[src/common/tpso_pkg.sv]
package tpso_pkg;
  // ****************************************************************
  // clock and timing
  // ****************************************************************
  localparam int CLK_MHZ          = 250;
  localparam int CLK_PERIOD_NS    = 4;
  localparam int PCLK_MHZ_10      = 10;
  localparam int PCLK_MHZ_20      = 20;
  localparam int PCLK_MHZ_40      = 40;
  localparam int PCLK_MHZ_80      = 80;
  localparam int TRIG_HOLD_NS     = 250;
  localparam int TRIG_HOLD_CYC    = (TRIG_HOLD_NS + CLK_PERIOD_NS - 1) / CLK_PERIOD_NS;
  localparam int STRETCH_NS       = 2000;
  localparam int STRETCH_CYC      = (STRETCH_NS + CLK_PERIOD_NS - 1) / CLK_PERIOD_NS;
  localparam int CONV_NS          = 15750;
  localparam int CONV_CYC         = (CONV_NS + CLK_PERIOD_NS - 1) / CLK_PERIOD_NS;
  localparam int FIRST_START_NS   = 89750;
  localparam int FIRST_START_CYC  = (FIRST_START_NS + CLK_PERIOD_NS - 1) / CLK_PERIOD_NS;
  localparam int NEXT_FRAME_NS    = 17000;
  localparam int NEXT_FRAME_CYC   = (NEXT_FRAME_NS + CLK_PERIOD_NS - 1) / CLK_PERIOD_NS;
  localparam logic [3:0] FEND_TICKS = 4'h2;
  localparam logic [7:0] RX_GAP_CYC = 8'h40;
  // ****************************************************************
  // frame geometry and pixel format
  // ****************************************************************
  localparam logic [6:0]  ROW_FIRST    = 7'h41;
  localparam logic [6:0]  ROW_LAST     = 7'h06;
  localparam logic [7:0]  COL_FIRST    = 8'h04;
  localparam logic [7:0]  COL_LAST     = 8'hA3;
  localparam logic [8:0]  ROW_BYTES_1  = 9'h0A0;
  localparam logic [8:0]  ROW_BYTES_2  = 9'h140;
  localparam logic [13:0] FRAME_PIX    = 14'h2580;
  localparam logic [11:0] PIX_ALL_ONES = 12'hFFF;
  typedef enum logic [1:0] {
    FMT_MSB_LSB = 2'b00,
    FMT_LSB_MSB = 2'b01,
    FMT_8BIT    = 2'b10
  } tpso_fmt_t;
  typedef enum logic [1:0] {
    RATE_10 = 2'b00,
    RATE_20 = 2'b01,
    RATE_40 = 2'b10,
    RATE_80 = 2'b11
  } tpso_rate_t;
  // ****************************************************************
  // host registers
  // ****************************************************************
  localparam logic [7:0]  REG_CTRL   = 8'h00;
  localparam logic [7:0]  REG_STAT   = 8'h04;
  localparam logic [7:0]  REG_PIXC   = 8'h08;
  localparam int          CTRL_TRIG  = 0;
  localparam int          CTRL_GATED = 1;
  localparam int          CTRL_FMT   = 2;
  localparam int          CTRL_POL   = 4;
  localparam int          CTRL_OVFD0 = 5;
  localparam int          CTRL_ONES  = 6;
  localparam int          CTRL_XOVF  = 7;
  localparam logic [7:0]  CTRL_RST   = 8'h90;

  // cycles of the system clock per half pixel-clock period
  function automatic logic [3:0] half_cycles(tpso_rate_t r);
    unique case (r)
      RATE_10: half_cycles = 4'(CLK_MHZ / (2 * PCLK_MHZ_10));
      RATE_20: half_cycles = 4'(CLK_MHZ / (2 * PCLK_MHZ_20));
      RATE_40: half_cycles = 4'(CLK_MHZ / (2 * PCLK_MHZ_40));
      RATE_80: half_cycles = 4'(CLK_MHZ / (2 * PCLK_MHZ_80));
    endcase
  endfunction
endpackage

[src/common/tpso_camera_data_port.sv]
`timescale 1ns/100ps
interface tpso_camera_data_port;
  logic       pixel_clock_out;
  logic       frame_valid_line;
  logic       row_valid_line;
  logic       overflow_or_frame_end_line;
  logic [7:0] data;
  logic       shutter;
  modport dev (
    output pixel_clock_out,
    output frame_valid_line,
    output row_valid_line,
    output overflow_or_frame_end_line,
    output data,
    input  shutter
  );
  modport host (
    input  pixel_clock_out,
    input  frame_valid_line,
    input  row_valid_line,
    input  overflow_or_frame_end_line,
    input  data,
    output shutter
  );
endinterface

[src/rtl/tpso_dev_end.sv]
`timescale 1ns/100ps
// Summary of operation
// - frame rows 65 down to 6, cols 4-163
// - pixel is 12-bit signed plus overflow flag
// - started frame always completes, receiver keeps up
// - pixel clock selectable 10/20/40/80 MHz
// - continuous mode drives sync, data, free clock
// - outputs change on active pixel-clock edge
// - receiver samples on non-active edge
// - receiver drops data during blanking
// - frame-valid then row-valid on successive edges
// - third line: overflow, or frame end
// - gated mode: data and clock, sync lines too if sync_in_gated
// - gated clock runs in rows plus extra
// - one trigger starts a cycle of frames
// - host holds trigger 250 ns, releases early
// - next frame starts 17 us after readout
// - auto-run or late trigger repeats cycle
// - row stretch adds 2 us per conversion
// - three byte formats, 8-bit sends top bits
// - high-first: bits 11-4, then 3-0,000,flag
// - low-first: 3-0,000,flag, then bits 11-4
// - optional flag on data line 0
// - optional all-ones for overflowed pixel
module tpso_dev_end #(
  parameter int unsigned ACQ_CYC       = tpso_pkg::FIRST_START_CYC,
  parameter int unsigned FRAME_GAP_CYC = tpso_pkg::NEXT_FRAME_CYC,
  parameter int unsigned CONV_CYC      = tpso_pkg::CONV_CYC
) (
  // clock and reset
  input  logic                   clock,
  input  logic                   sys_rst,
  input  logic                   ce,
  // link
  tpso_camera_data_port.dev      link,
  // configuration
  input  tpso_pkg::tpso_rate_t   rate,
  input  logic                   pol_high,
  input  logic                   gated,
  input  logic                   sync_in_gated,
  input  logic [3:0]             gate_extra,
  input  logic                   xsync_is_ovf,
  input  tpso_pkg::tpso_fmt_t    fmt,
  input  logic                   ovf_on_d0,
  input  logic                   force_ones,
  input  logic                   row_stretch,
  input  logic [3:0]             frames_per_cycle,
  // acquisition control
  input  logic                   sw_shutter,
  input  logic                   auto_run,
  // pixel source
  input  logic [11:0]            pix_value,
  input  logic                   pix_ovf,
  output logic                   pix_next,
  output logic                   busy
);
  // ****************************************************************
  // state
  // ****************************************************************
  typedef enum logic [2:0] {
    DS_IDLE   = 3'b000,
    DS_WAIT   = 3'b001,
    DS_FSTART = 3'b010,
    DS_ROW    = 3'b011,
    DS_RGAP   = 3'b100,
    DS_FEND   = 3'b101
  } tpso_dev_st_t;

  typedef struct packed {
    tpso_dev_st_t st;
    logic [3:0]   half_cnt;
    logic         ph;
    logic         pclk;
    logic [15:0]  wait_cnt;
    logic [3:0]   fend_cnt;
    logic [3:0]   ext;
    logic [3:0]   frame;
    logic [6:0]   row;
    logic [7:0]   col;
    logic         phase;
    logic         done;
    logic [11:0]  pix;
    logic         ovf;
    logic         fv;
    logic         rv;
    logic         xl;
    logic         fvo;
    logic         rvo;
    logic         xlo;
    logic [7:0]   data;
    logic         pix_next;
    logic         busy;
    logic         rerun;
    logic         shut_s1;
    logic         shut_s2;
    logic         shut_prev;
  } tpso_dev_state_t;

  tpso_dev_state_t q;
  tpso_dev_state_t d;

  // ****************************************************************
  // byte packing
  // ****************************************************************
  function automatic logic [7:0] enc(tpso_pkg::tpso_fmt_t f, logic [11:0] v, logic o,
                                     logic second, logic d0);
    logic [7:0] hi;
    logic [7:0] lo;
    hi = {v[11:5], d0 ? o : v[4]};
    lo = {v[3:0], 3'h0, o};
    unique case (f)
      tpso_pkg::FMT_MSB_LSB: enc = second ? lo : hi;
      tpso_pkg::FMT_LSB_MSB: enc = second ? hi : lo;
      default:               enc = v[11:4];
    endcase
  endfunction

  logic        trig;
  logic        act;
  logic        run;
  logic [11:0] v;

  always_comb begin
    d           = q;
    d.pix_next  = 1'b0;
    d.shut_s1   = link.shutter;
    d.shut_s2   = q.shut_s1;
    d.shut_prev = q.shut_s2;
    trig        = sw_shutter | (q.shut_s2 & ~q.shut_prev);
    act         = 1'b0;
    v           = (force_ones & pix_ovf) ? tpso_pkg::PIX_ALL_ONES : pix_value;
    // ****************************************************************
    // pixel clock divider
    // ****************************************************************
    if (q.half_cnt == 4'h0) begin
      d.half_cnt = tpso_pkg::half_cycles(rate) - 4'h1;
      d.ph       = ~q.ph;
      act        = (d.ph == pol_high);
    end else begin
      d.half_cnt = q.half_cnt - 4'h1;
    end
    if (q.wait_cnt != 16'h0000) begin
      d.wait_cnt = q.wait_cnt - 16'h0001;
    end
    if (q.st == DS_IDLE && trig) begin
      d.st       = DS_WAIT;
      d.wait_cnt = 16'(ACQ_CYC);
      d.frame    = 4'h0;
      d.rerun    = 1'b0;
    end
    // ****************************************************************
    // frame sequencer, steps on active edges only
    // ****************************************************************
    if (act) begin
      if (q.ext != 4'h0 && q.st != DS_ROW) begin
        d.ext = q.ext - 4'h1;
      end
      unique case (q.st)
        DS_IDLE: begin
        end
        DS_WAIT: begin
          if (q.wait_cnt == 16'h0000) begin
            d.st = DS_FSTART;
          end
        end
        DS_FSTART: begin
          d.st  = DS_ROW;
          d.fv  = 1'b1;
          d.row = tpso_pkg::ROW_FIRST;
          d.col = tpso_pkg::COL_FIRST;
        end
        DS_ROW: begin
          if (q.done) begin
            d.done = 1'b0;
            d.rv   = 1'b0;
            d.xl   = 1'b0;
            d.data = 8'h00;
            d.ext  = gate_extra;
            d.col  = tpso_pkg::COL_FIRST;
            if (q.row == tpso_pkg::ROW_LAST) begin
              d.st       = DS_FEND;
              d.fend_cnt = tpso_pkg::FEND_TICKS;
              d.xl       = ~xsync_is_ovf;
            end else begin
              d.row      = q.row - 7'h01;
              d.st       = DS_RGAP;
              d.wait_cnt = row_stretch ? 16'(CONV_CYC + tpso_pkg::STRETCH_CYC)
                                       : 16'(CONV_CYC);
            end
          end else begin
            d.rv = 1'b1;
            if (!q.phase) begin
              d.pix      = v;
              d.ovf      = pix_ovf;
              d.data     = enc(fmt, v, pix_ovf, 1'b0, ovf_on_d0);
              d.xl       = xsync_is_ovf & pix_ovf;
              d.pix_next = 1'b1;
              d.phase    = (fmt != tpso_pkg::FMT_8BIT);
            end else begin
              d.data  = enc(fmt, q.pix, q.ovf, 1'b1, ovf_on_d0);
              d.phase = 1'b0;
            end
            if (q.phase || fmt == tpso_pkg::FMT_8BIT) begin
              if (q.col == tpso_pkg::COL_LAST) begin
                d.done = 1'b1;
              end else begin
                d.col = q.col + 8'h01;
              end
            end
          end
        end
        DS_RGAP: begin
          if (q.wait_cnt == 16'h0000) begin
            d.st = DS_ROW;
          end
        end
        DS_FEND: begin
          if (q.fend_cnt == 4'h0) begin
            d.fv    = 1'b0;
            d.xl    = 1'b0;
            d.frame = q.frame + 4'h1;
            if (d.frame < frames_per_cycle) begin
              d.st       = DS_WAIT;
              d.wait_cnt = 16'(FRAME_GAP_CYC);
            end else if (q.rerun || auto_run) begin
              d.st       = DS_WAIT;
              d.wait_cnt = 16'(FRAME_GAP_CYC);
              d.frame    = 4'h0;
              d.rerun    = 1'b0;
            end else begin
              d.st = DS_IDLE;
            end
          end else begin
            d.fend_cnt = q.fend_cnt - 4'h1;
          end
        end
        default: begin
          d.st = DS_IDLE;
        end
      endcase
    end
    // late trigger during the final row pair repeats the cycle
    if ((q.st == DS_ROW || q.st == DS_RGAP) && q.frame == frames_per_cycle - 4'h1 &&
        q.row <= tpso_pkg::ROW_LAST + 7'h01 && (auto_run || q.shut_s2)) begin
      d.rerun = 1'b1;
    end
    // ****************************************************************
    // clock gating and output staging
    // ****************************************************************
    run    = ~gated | (d.st == DS_ROW) | (d.ext != 4'h0);
    d.pclk = run ? d.ph : ~pol_high;
    d.fvo  = d.fv & (~gated | sync_in_gated);
    d.rvo  = d.rv & (~gated | sync_in_gated);
    d.xlo  = d.xl & (~gated | sync_in_gated);
    d.busy = (d.st != DS_IDLE);
  end

  always_ff @(posedge clock or posedge sys_rst) begin
    if (sys_rst) begin
      q <= '0;
    end else if (ce) begin
      q <= d;
    end
  end

  assign link.pixel_clock_out            = q.pclk;
  assign link.frame_valid_line           = q.fvo;
  assign link.row_valid_line             = q.rvo;
  assign link.overflow_or_frame_end_line = q.xlo;
  assign link.data                       = q.data;
  assign pix_next                        = q.pix_next;
  assign busy                            = q.busy;
endmodule

[src/flat_wrapper.sv]
// flat-port wrapper written by rule: the top's interface ports become plain ports
module tpso_dev_end_flat 
#(
  parameter int unsigned ACQ_CYC       = tpso_pkg::FIRST_START_CYC,
  parameter int unsigned FRAME_GAP_CYC = tpso_pkg::NEXT_FRAME_CYC,
  parameter int unsigned CONV_CYC      = tpso_pkg::CONV_CYC
)
  (clock, sys_rst, ce, rate, pol_high, gated, sync_in_gated, gate_extra, xsync_is_ovf, fmt, ovf_on_d0, force_ones, row_stretch, frames_per_cycle, sw_shutter, auto_run, pix_value, pix_ovf, pix_next, busy, link_pixel_clock_out, link_frame_valid_line, link_row_valid_line, link_overflow_or_frame_end_line, link_data, link_shutter);
  tpso_camera_data_port link_i ();
  input  logic clock;
  input  logic sys_rst;
  input  logic ce;
  input  tpso_pkg::tpso_rate_t rate;
  input  logic pol_high;
  input  logic gated;
  input  logic sync_in_gated;
  input  logic [3:0] gate_extra;
  input  logic xsync_is_ovf;
  input  tpso_pkg::tpso_fmt_t fmt;
  input  logic ovf_on_d0;
  input  logic force_ones;
  input  logic row_stretch;
  input  logic [3:0] frames_per_cycle;
  input  logic sw_shutter;
  input  logic auto_run;
  input  logic [11:0] pix_value;
  input  logic pix_ovf;
  output logic pix_next;
  output logic busy;
  output wire logic [$bits(link_i.pixel_clock_out)-1:0] link_pixel_clock_out;
  output wire logic [$bits(link_i.frame_valid_line)-1:0] link_frame_valid_line;
  output wire logic [$bits(link_i.row_valid_line)-1:0] link_row_valid_line;
  output wire logic [$bits(link_i.overflow_or_frame_end_line)-1:0] link_overflow_or_frame_end_line;
  output wire logic [$bits(link_i.data)-1:0] link_data;
  input wire logic [$bits(link_i.shutter)-1:0] link_shutter;
  assign link_pixel_clock_out = link_i.pixel_clock_out;
  assign link_frame_valid_line = link_i.frame_valid_line;
  assign link_row_valid_line = link_i.row_valid_line;
  assign link_overflow_or_frame_end_line = link_i.overflow_or_frame_end_line;
  assign link_data = link_i.data;
  assign link_i.shutter = link_shutter;
  tpso_dev_end #(.ACQ_CYC(ACQ_CYC), .FRAME_GAP_CYC(FRAME_GAP_CYC), .CONV_CYC(CONV_CYC)) u_core (.clock(clock), .sys_rst(sys_rst), .ce(ce), .link(link_i), .rate(rate), .pol_high(pol_high), .gated(gated), .sync_in_gated(sync_in_gated), .gate_extra(gate_extra), .xsync_is_ovf(xsync_is_ovf), .fmt(fmt), .ovf_on_d0(ovf_on_d0), .force_ones(force_ones), .row_stretch(row_stretch), .frames_per_cycle(frames_per_cycle), .sw_shutter(sw_shutter), .auto_run(auto_run), .pix_value(pix_value), .pix_ovf(pix_ovf), .pix_next(pix_next), .busy(busy));
endmodule
[config.mk]
export PLATFORM = sky130hd
export DESIGN_NAME = tpso_dev_end_flat
export DESIGN_NICKNAME = d
export VERILOG_FILES = /design/src/common/tpso_pkg.sv /design/src/common/tpso_camera_data_port.sv /design/src/rtl/tpso_dev_end.sv /design/src/flat_wrapper.sv
export SDC_FILE = /design/constraint.sdc
export NUM_CORES = 1
export LEC_CHECK = 0
export ABC_AREA = 0
export ABC_CLOCK_PERIOD_IN_PS = 3600
export BUFFER_PORTS_ARGS = -buffer_cell sky130_fd_sc_hd__clkbuf_2
export CORE_MARGIN = 4
export CORE_UTILIZATION = 50
export CTS_CLUSTER_DIAMETER = 30
export CTS_CLUSTER_SIZE = 25
export DETAILED_ROUTE_END_ITERATION = 8
export PLACE_DENSITY = 0.69
export SYNTH_ARGS = -nofsm -noshare
export SYNTH_HDL_FRONTEND = slang
export SYNTH_SLANG_ARGS = --single-unit
[constraint.sdc]
create_clock -name clock -period 3.6 [get_ports clock]
set_input_delay 0.72 -clock clock [delete_from_list [all_inputs] [get_ports clock]]
set_output_delay 0.72 -clock clock [all_outputs]
set_load 0.02 [all_outputs]
==> results by group, run 1 <==
Floorplan
  – CORE AREA: 0.0104 mm2
  – # IOs: 52
  – Die footprint: 0.0125 mm2
  – Initial Util: 51.8%
  – Die height: 112 um
  – Die Width: 112 um
  – Row count: 37

Synthesis
  – EDFF count, synth: 0
  – Number of synthesized register bits: 87
  – Main flop type after synthesis: dfrtp_1
  – Synth Instances: 612
  – Synth Warn #: 0
  – Synth async-reset ratio: 100%
  – Syn Area/Cell: 8.82 um2
  – Cell variety after synth: 73
  – Syn nets: 669
  – Post-synthesis cell area: 0.00540 mm2
  – Register area share after synthesis: 40.3%

Finish
  – P&R area growth vs syn: 9.04%
  – Layout cells sized above 1: 14.9%
  – FILL cells: 917
  – Most common cell after layout, fill and taps aside: dfrtp_1
  – Final #Nets: 703
  – Most frequent cells in the layout: 87 x dfrtp_1, 70 x nor2_1, 55 x nand2_1
  – ANT cells: 0

STA
  – Fmax: 356 MHz
  – Post-layout min period: 2810 ps
  – Slew Viols, Final: 0
  – Hold Fails Final Rpt: 0
  – Final Cycle Share: 78.1%
  – Max-slew headroom: 48.6%
  – Final setup fails: 0
  – Setup TNS: 0 ps
  – Clock Skew: 8.42 ps
  – Actual slew at the worst max-slew pin: 771 ps
  – RSZ-0062 raised after global routing: no
  – Final Worst Setup Slack: 790 ps

Clock network
  – Clk buf depth: 2
  – Clk root buf: clkbuf_8
  – Post-CTS Resized: 0
  – Skew-Pair Late Insertion Delay: 360 ps
  – CTS tree: yes
  – Sink Count: 87
  – Setup bufs post-CTS: 0
  – Reg clk slew, reported paths: 90 ps
  – Max H-tree Level: 3
  – TritonCTS Buffers: 9
  – Cts hold-fix bufs: 0

Critical path
  – FF-to-FF path depth: 5
  – CP startpoint kind: flip-flop
  – R2R Setup Slk: 790 ps
  – Worst R2R End: u_core.q[20]
  – Critical-path maximum fanout: 26
  – Setup CP Type: reg -> reg
  – Critical Path AT: 3050 ps
  – Reg2reg start: u_core.q[80]
  – Crit end category: flip-flop
  – WP data required: 3840 ps

Routing
  – TritonRoute pass-1 iters: 5
  – Vias per cell: 6.09
  – Iteration-0 DRC count of the detailed router: 477
  – Total Wirelength: 13,400 um
  – Routed vias: 4,789
  – Drt drc: 0
  – Routed WL per cell: 17.1 um
  – Post-DRT Antenna Nets: 0

Flow run
  – Max-cap viol count: 0

Global routing
  – First-pass GRT wire length: 22,000 um
  – Remaining global-route overflow: 0
  – Initial antenna violation count: 0
  – Largest net degree at the start of global routing: 47
  – Tot GR Track Use: 21.3%
  – Number of global-route vias before repair: 4,455

Power
  – IR drop worst, VDD: 0.299 mV
  – Power density over the cells: 405 mW/mm2
  – LEAKAGE: 2.63 nW

Placement
  – Global placement routability congestion: 0.991
  – Buffers on Ports: 51
  – Detail Placement HPWL: 9880 um
  – Post-Place Setup Slack: 742 ps

Run status
  – Outcome: completed

Min path
  – HP Class: in -> async
worst max-delay path by stage:
stage	cells past startpoint	start	end	slack [ps]
final	5	u_core.q[80]	u_core.q[20]	790
after global routing	7	u_core.q[73]	u_core.link.pixel_clock_out	590
after CTS	9	u_core.q[62]	u_core.link.pixel_clock_out	800
after detailed placement	10	frames_per_cycle[1]	u_core.q[73]	740
after global placement	10	frames_per_cycle[1]	u_core.q[73]	820
after floorplan	1	sys_rst	u_core.busy	630
report_power, final:
group | leakage [nW] | switching [W] | internal, W | total (W)
sequential | 1.10 | 0.000131 | 0.00108 | 0.00121
combinational | 1.43 | 0.000307 | 0.000219 | 0.000526
clock | 0.0926 | 0.000362 | 0.000291 | 0.000652
cells in the mapped netlist, types with 4 or more instances:
library cell / n / share of area, %
buf_4: 8 / 1.1
o31ai_1: 5 / 0.70
and3_1: 7 / 0.81
mux2_2: 7 / 1.5
xor2_1: 8 / 1.3
a22o_1: 11 / 1.8
o21ai_0: 47 / 4.4
nor4_1: 4 / 0.46
o21ai_1: 20 / 1.9
or4_1: 4 / 0.56
a21oi_1: 37 / 3.4
a31oi_1: 8 / 0.93
mux2i_1: 7 / 1.3
and2_1: 4 / 0.46
nand2_1: 55 / 3.8
inv_1: 26 / 1.8
clkbuf_1: 15 / 1.0
o22ai_1: 6 / 0.70
nor3_1: 14 / 1.3
nor3b_1: 7 / 0.97
dfrtp_1: 87 / 40
nand4_1: 7 / 0.81
a32oi_1: 7 / 1.1
ha_1: 19 / 4.4
or3_1: 5 / 0.58
nand2b_1: 11 / 1.3
a21o_1: 8 / 1.1
nand3_1: 10 / 0.93
xnor2_1: 8 / 1.3
nor2b_1: 9 / 1.0
nor2_1: 70 / 4.9
buf_2: 7 / 0.65
cell families after synthesis:
| family | count (synthesis) | share of synthesized area [%] |
|---|---|---|
| XOR/XNOR | 17 | 2.90 |
| buffers and inverters | 60 | 5.17 |
| adder cells (fa/ha/maj) | 19 | 4.40 |
| AND/OR/NAND/NOR | 228 | 21.8 |
| multiplexers | 16 | 3.31 |
| flip-flops | 87 | 40.3 |
| AO/OA/AOI/OAI | 185 | 22.1 |
area by class of cell:
cell class | count | area [um2] | share of cell area [%]
clock buffers | 12 | 155 | 2.64
clock inverters | 4 | 30.0 | 0.510
inverters | 26 | 98.8 | 1.68
multi-input cells | 465 | 2940 | 50.0
flip-flops and latches | 87 | 2180 | 37.0
well taps | 136 | 170 | 2.89
repair buffers | 57 | 313 | 5.31
state kept, by name, summed over array words and instances, names as in the netlist:
name / cells
u_core.link.frame_valid_line: 1
u_core.q: 71
u_core.link.row_valid_line: 1
u_core.link.overflow_or_frame_end_line: 1
u_core.link.data: 8
u_core.pix_next: 1
u_core.link.pixel_clock_out: 1
u_core.busy: 1
u_core.d: 2
stage by stage:
stage               util, %  hold slack, ps  instances  total power [W]  cell area, um2
floorplan                 -             449        612          0.00159            5400
global placement       54.7             460        771          0.00173            5700
detailed placement     54.7             475        771          0.00174            5700
CTS                    56.5             453        787          0.00240            5890
global route           56.5             492        787          0.00252            5890
finish                 56.5             429        787          0.00239            5890
critical path, cell delays in order (launching register included):
cell,delay (ps)
dfrtp_1,430
or4_1,730
nor2_8,250
nand2_2,160
or3_1,710
mux2_4,410
layer usage:
layer  routed length [um]  vias up  global-route usage [%]
met5                    0        -                       0
met4                  275        0                    8.43
met3                  959       27                    3.21
met2                 6240      185                    33.7
met1                 5960     2287                    29.3
li1                     -     2290                       -
Power figures use the tool's default switching activity.
==> inputs of run 2 (changes only) <==
Settings changed: ABC_CLOCK_PERIOD_IN_PS 3600 to 2300, PLACE_DENSITY 0.69 to 0.72.
Clock period 3.6 ns to 2.3 ns, I/O delays scaled along.
==> run 2 against run 1 <==
  * The run now ends with setup timing left
  * Critical path depth rose by 5
  * Sequential share of layout area fell by 6.1 points
  * Sequential cell count did not move
  * Combinational power rose by 150%
  * Core utilization rose by 11 points
  * Global-route usage rose by 3.5 points
  * Routed wire length rose by 14%
  * Critical path type unchanged
  * First-iteration DRC count fell by 2.7%
  * Die area did not move
  * Register-to-register slack got worse by 1000 ps
  * Fmax rose by 11%
  * Largest cell class unchanged
  * Power rose by 79%
==> results by group, run 2 (synthesis results as in run 1) <==
Finish
  – Most flop-heavy register: u_core.q
  – Flip-flop count of the largest register after layout: 71
  – Most frequent cells in the layout: 105 x buf_4, 87 x dfrtp_1, 66 x nor2_1
  – Layout cells sized above 1: 31.9%
  – ANT cells: 0
  – Layout Cell Area excl Fill: 0.00705 mm2
  – P&R area growth vs syn: 30.6%
  – Final #Nets: 811
  – Most common cell after layout, fill and taps aside: buf_4

Floorplan
  – CORE AREA: 0.0104 mm2
  – Die Width: 112 um
  – # IOs: 52
  – Die footprint: 0.0125 mm2
  – Row count: 37
  – Initial Util: 51.8%
  – Die height: 112 um

Routing
  – Routed WL per cell: 17.1 um
  – Iteration-0 DRC count of the detailed router: 464
  – Drt drc: 0
  – Total Wirelength: 15,300 um
  – Vias per cell: 5.92
  – TritonRoute pass-1 iters: 5
  – Post-DRT Antenna Nets: 0
  – Routed vias: 5,301

Min path
  – HP Class: in -> reg
  – WHS Endpoint: u_core.d[1]
  – Hold path cells: 2
  – Min-Delay Startpoint: link_shutter

Power
  – IR drop worst, VDD: 0.664 mV
  – LEAKAGE: 3.23 nW
  – Power density over the cells: 605 mW/mm2
  – Pwr Total: 0.00427 W

STA
  – Clock Skew: 8.39 ps
  – RSZ-0062 raised after global routing: yes
  – Actual slew at the worst max-slew pin: 576 ps
  – Fmax: 396 MHz
  – Hold Fails Final Rpt: 0
  – Final setup fails: 8
  – Setup TNS: -1030 ps
  – Final Worst Setup Slack: -224 ps
  – Post-layout min period: 2520 ps
  – Final Cycle Share: 110%
  – Slew Viols, Final: 0
  – Max-slew headroom: 61.6%

Global routing
  – GRT Max-Usage Layer: met2
  – Largest net degree at the start of global routing: 52
  – Number of global-route vias before repair: 5,347
  – First-pass GRT wire length: 25,700 um
  – Grt met1 use: 32.5%
  – Remaining global-route overflow: 0
  – Initial antenna violation count: 0
  – Tot GR Track Use: 24.8%
  – Grt met3 use: 4.40%
  – Met2 Use GR: 40.3%

Critical path
  – Critical Path AT: 2800 ps
  – Worst R2R End: u_core.q[73]
  – FF-to-FF path depth: 10
  – Critical Path Start: u_core.q[51]
  – R2R Setup Slk: -220 ps
  – Crit end category: flip-flop
  – WP data required: 2570 ps
  – CP startpoint kind: flip-flop
  – Reg2reg start: u_core.q[51]
  – Critical-path maximum fanout: 5
  – Setup CP Type: reg -> reg

Clock network
  – Sink Count: 87
  – TritonCTS Buffers: 9
  – Clk root buf: clkbuf_8
  – Max H-tree Level: 3
  – Skew-Pair Late Insertion Delay: 380 ps
  – Clk buf depth: 2
  – Reg clk slew, reported paths: 90 ps
  – CTS tree: yes

Flow run
  – Max-cap viol count: 0

Placement
  – Placed cell areas: 0.00648 mm2
  – Buffers on Ports: 51
  – Detail Placement HPWL: 11,200 um
  – Global placement routability congestion: 0.962

Run status
  – Outcome: finished, violations left
  – Violated checks: setup timing
-- run 2: power breakdown --
part           internal, W  switching [W]
sequential         0.00169       0.000135
combinational     0.000635       0.000670
clock             0.000517       0.000623
-- run 2: through the flow --
stage	utilization, %	setup slack [ps]	hold WS, ps	std cells
final	67.7	-224	312	895
after detailed placement	62.2	-271	351	868
after global routing	67.7	-297	318	895
after floorplan	-	-140	449	612
after global placement	62.2	-152	354	868
after CTS	65.4	-174	300	890
-- run 2: worst max-delay path by stage --
stage	cells after the start	to	slack (ps)
after CTS	10	u_core.q[73]	-170
final	10	u_core.q[73]	-220
after floorplan	9	u_core.q[73]	-140
after detailed placement	9	u_core.link.pixel_clock_out	-270
after global placement	9	u_core.link.pixel_clock_out	-150
after global routing	10	u_core.q[73]	-300
-- run 2: worst max-delay path, stage by stage, from the launching register on --
cell,delay [ps]
dfrtp_1,440
ha_4,280
ha_4,240
nor2b_4,120
o211ai_1,330
a21oi_2,110
o21a_1,230
o211ai_4,240
buf_6,150
nor3b_2,40
a221o_1,250
-- run 2: metal layers --
metal	routed length, um	part of all wire [%]
met4	421	2.7
met3	916	6.0
met1	6650	43
met5	0	0
met2	7340	48
-- run 2: area by class of cell --
cell class              count  area, um2
well taps                 136        170
inverters                  26        101
multi-input cells         465       3240
flip-flops and latches     87       2180
repair buffers            165       1160
fillers                   840       3360
clock buffers               9        124
clock inverters             7       80.1
-- run 2: what timing repair did --
action	4_1_cts	5_1_grt
endpoints found under the hold margin	3	0
pin swaps	13	23
buffers inserted	5	8
hold buffers	1	0
gates resized for setup	15	42
endpoints found under the setup margin	23	34
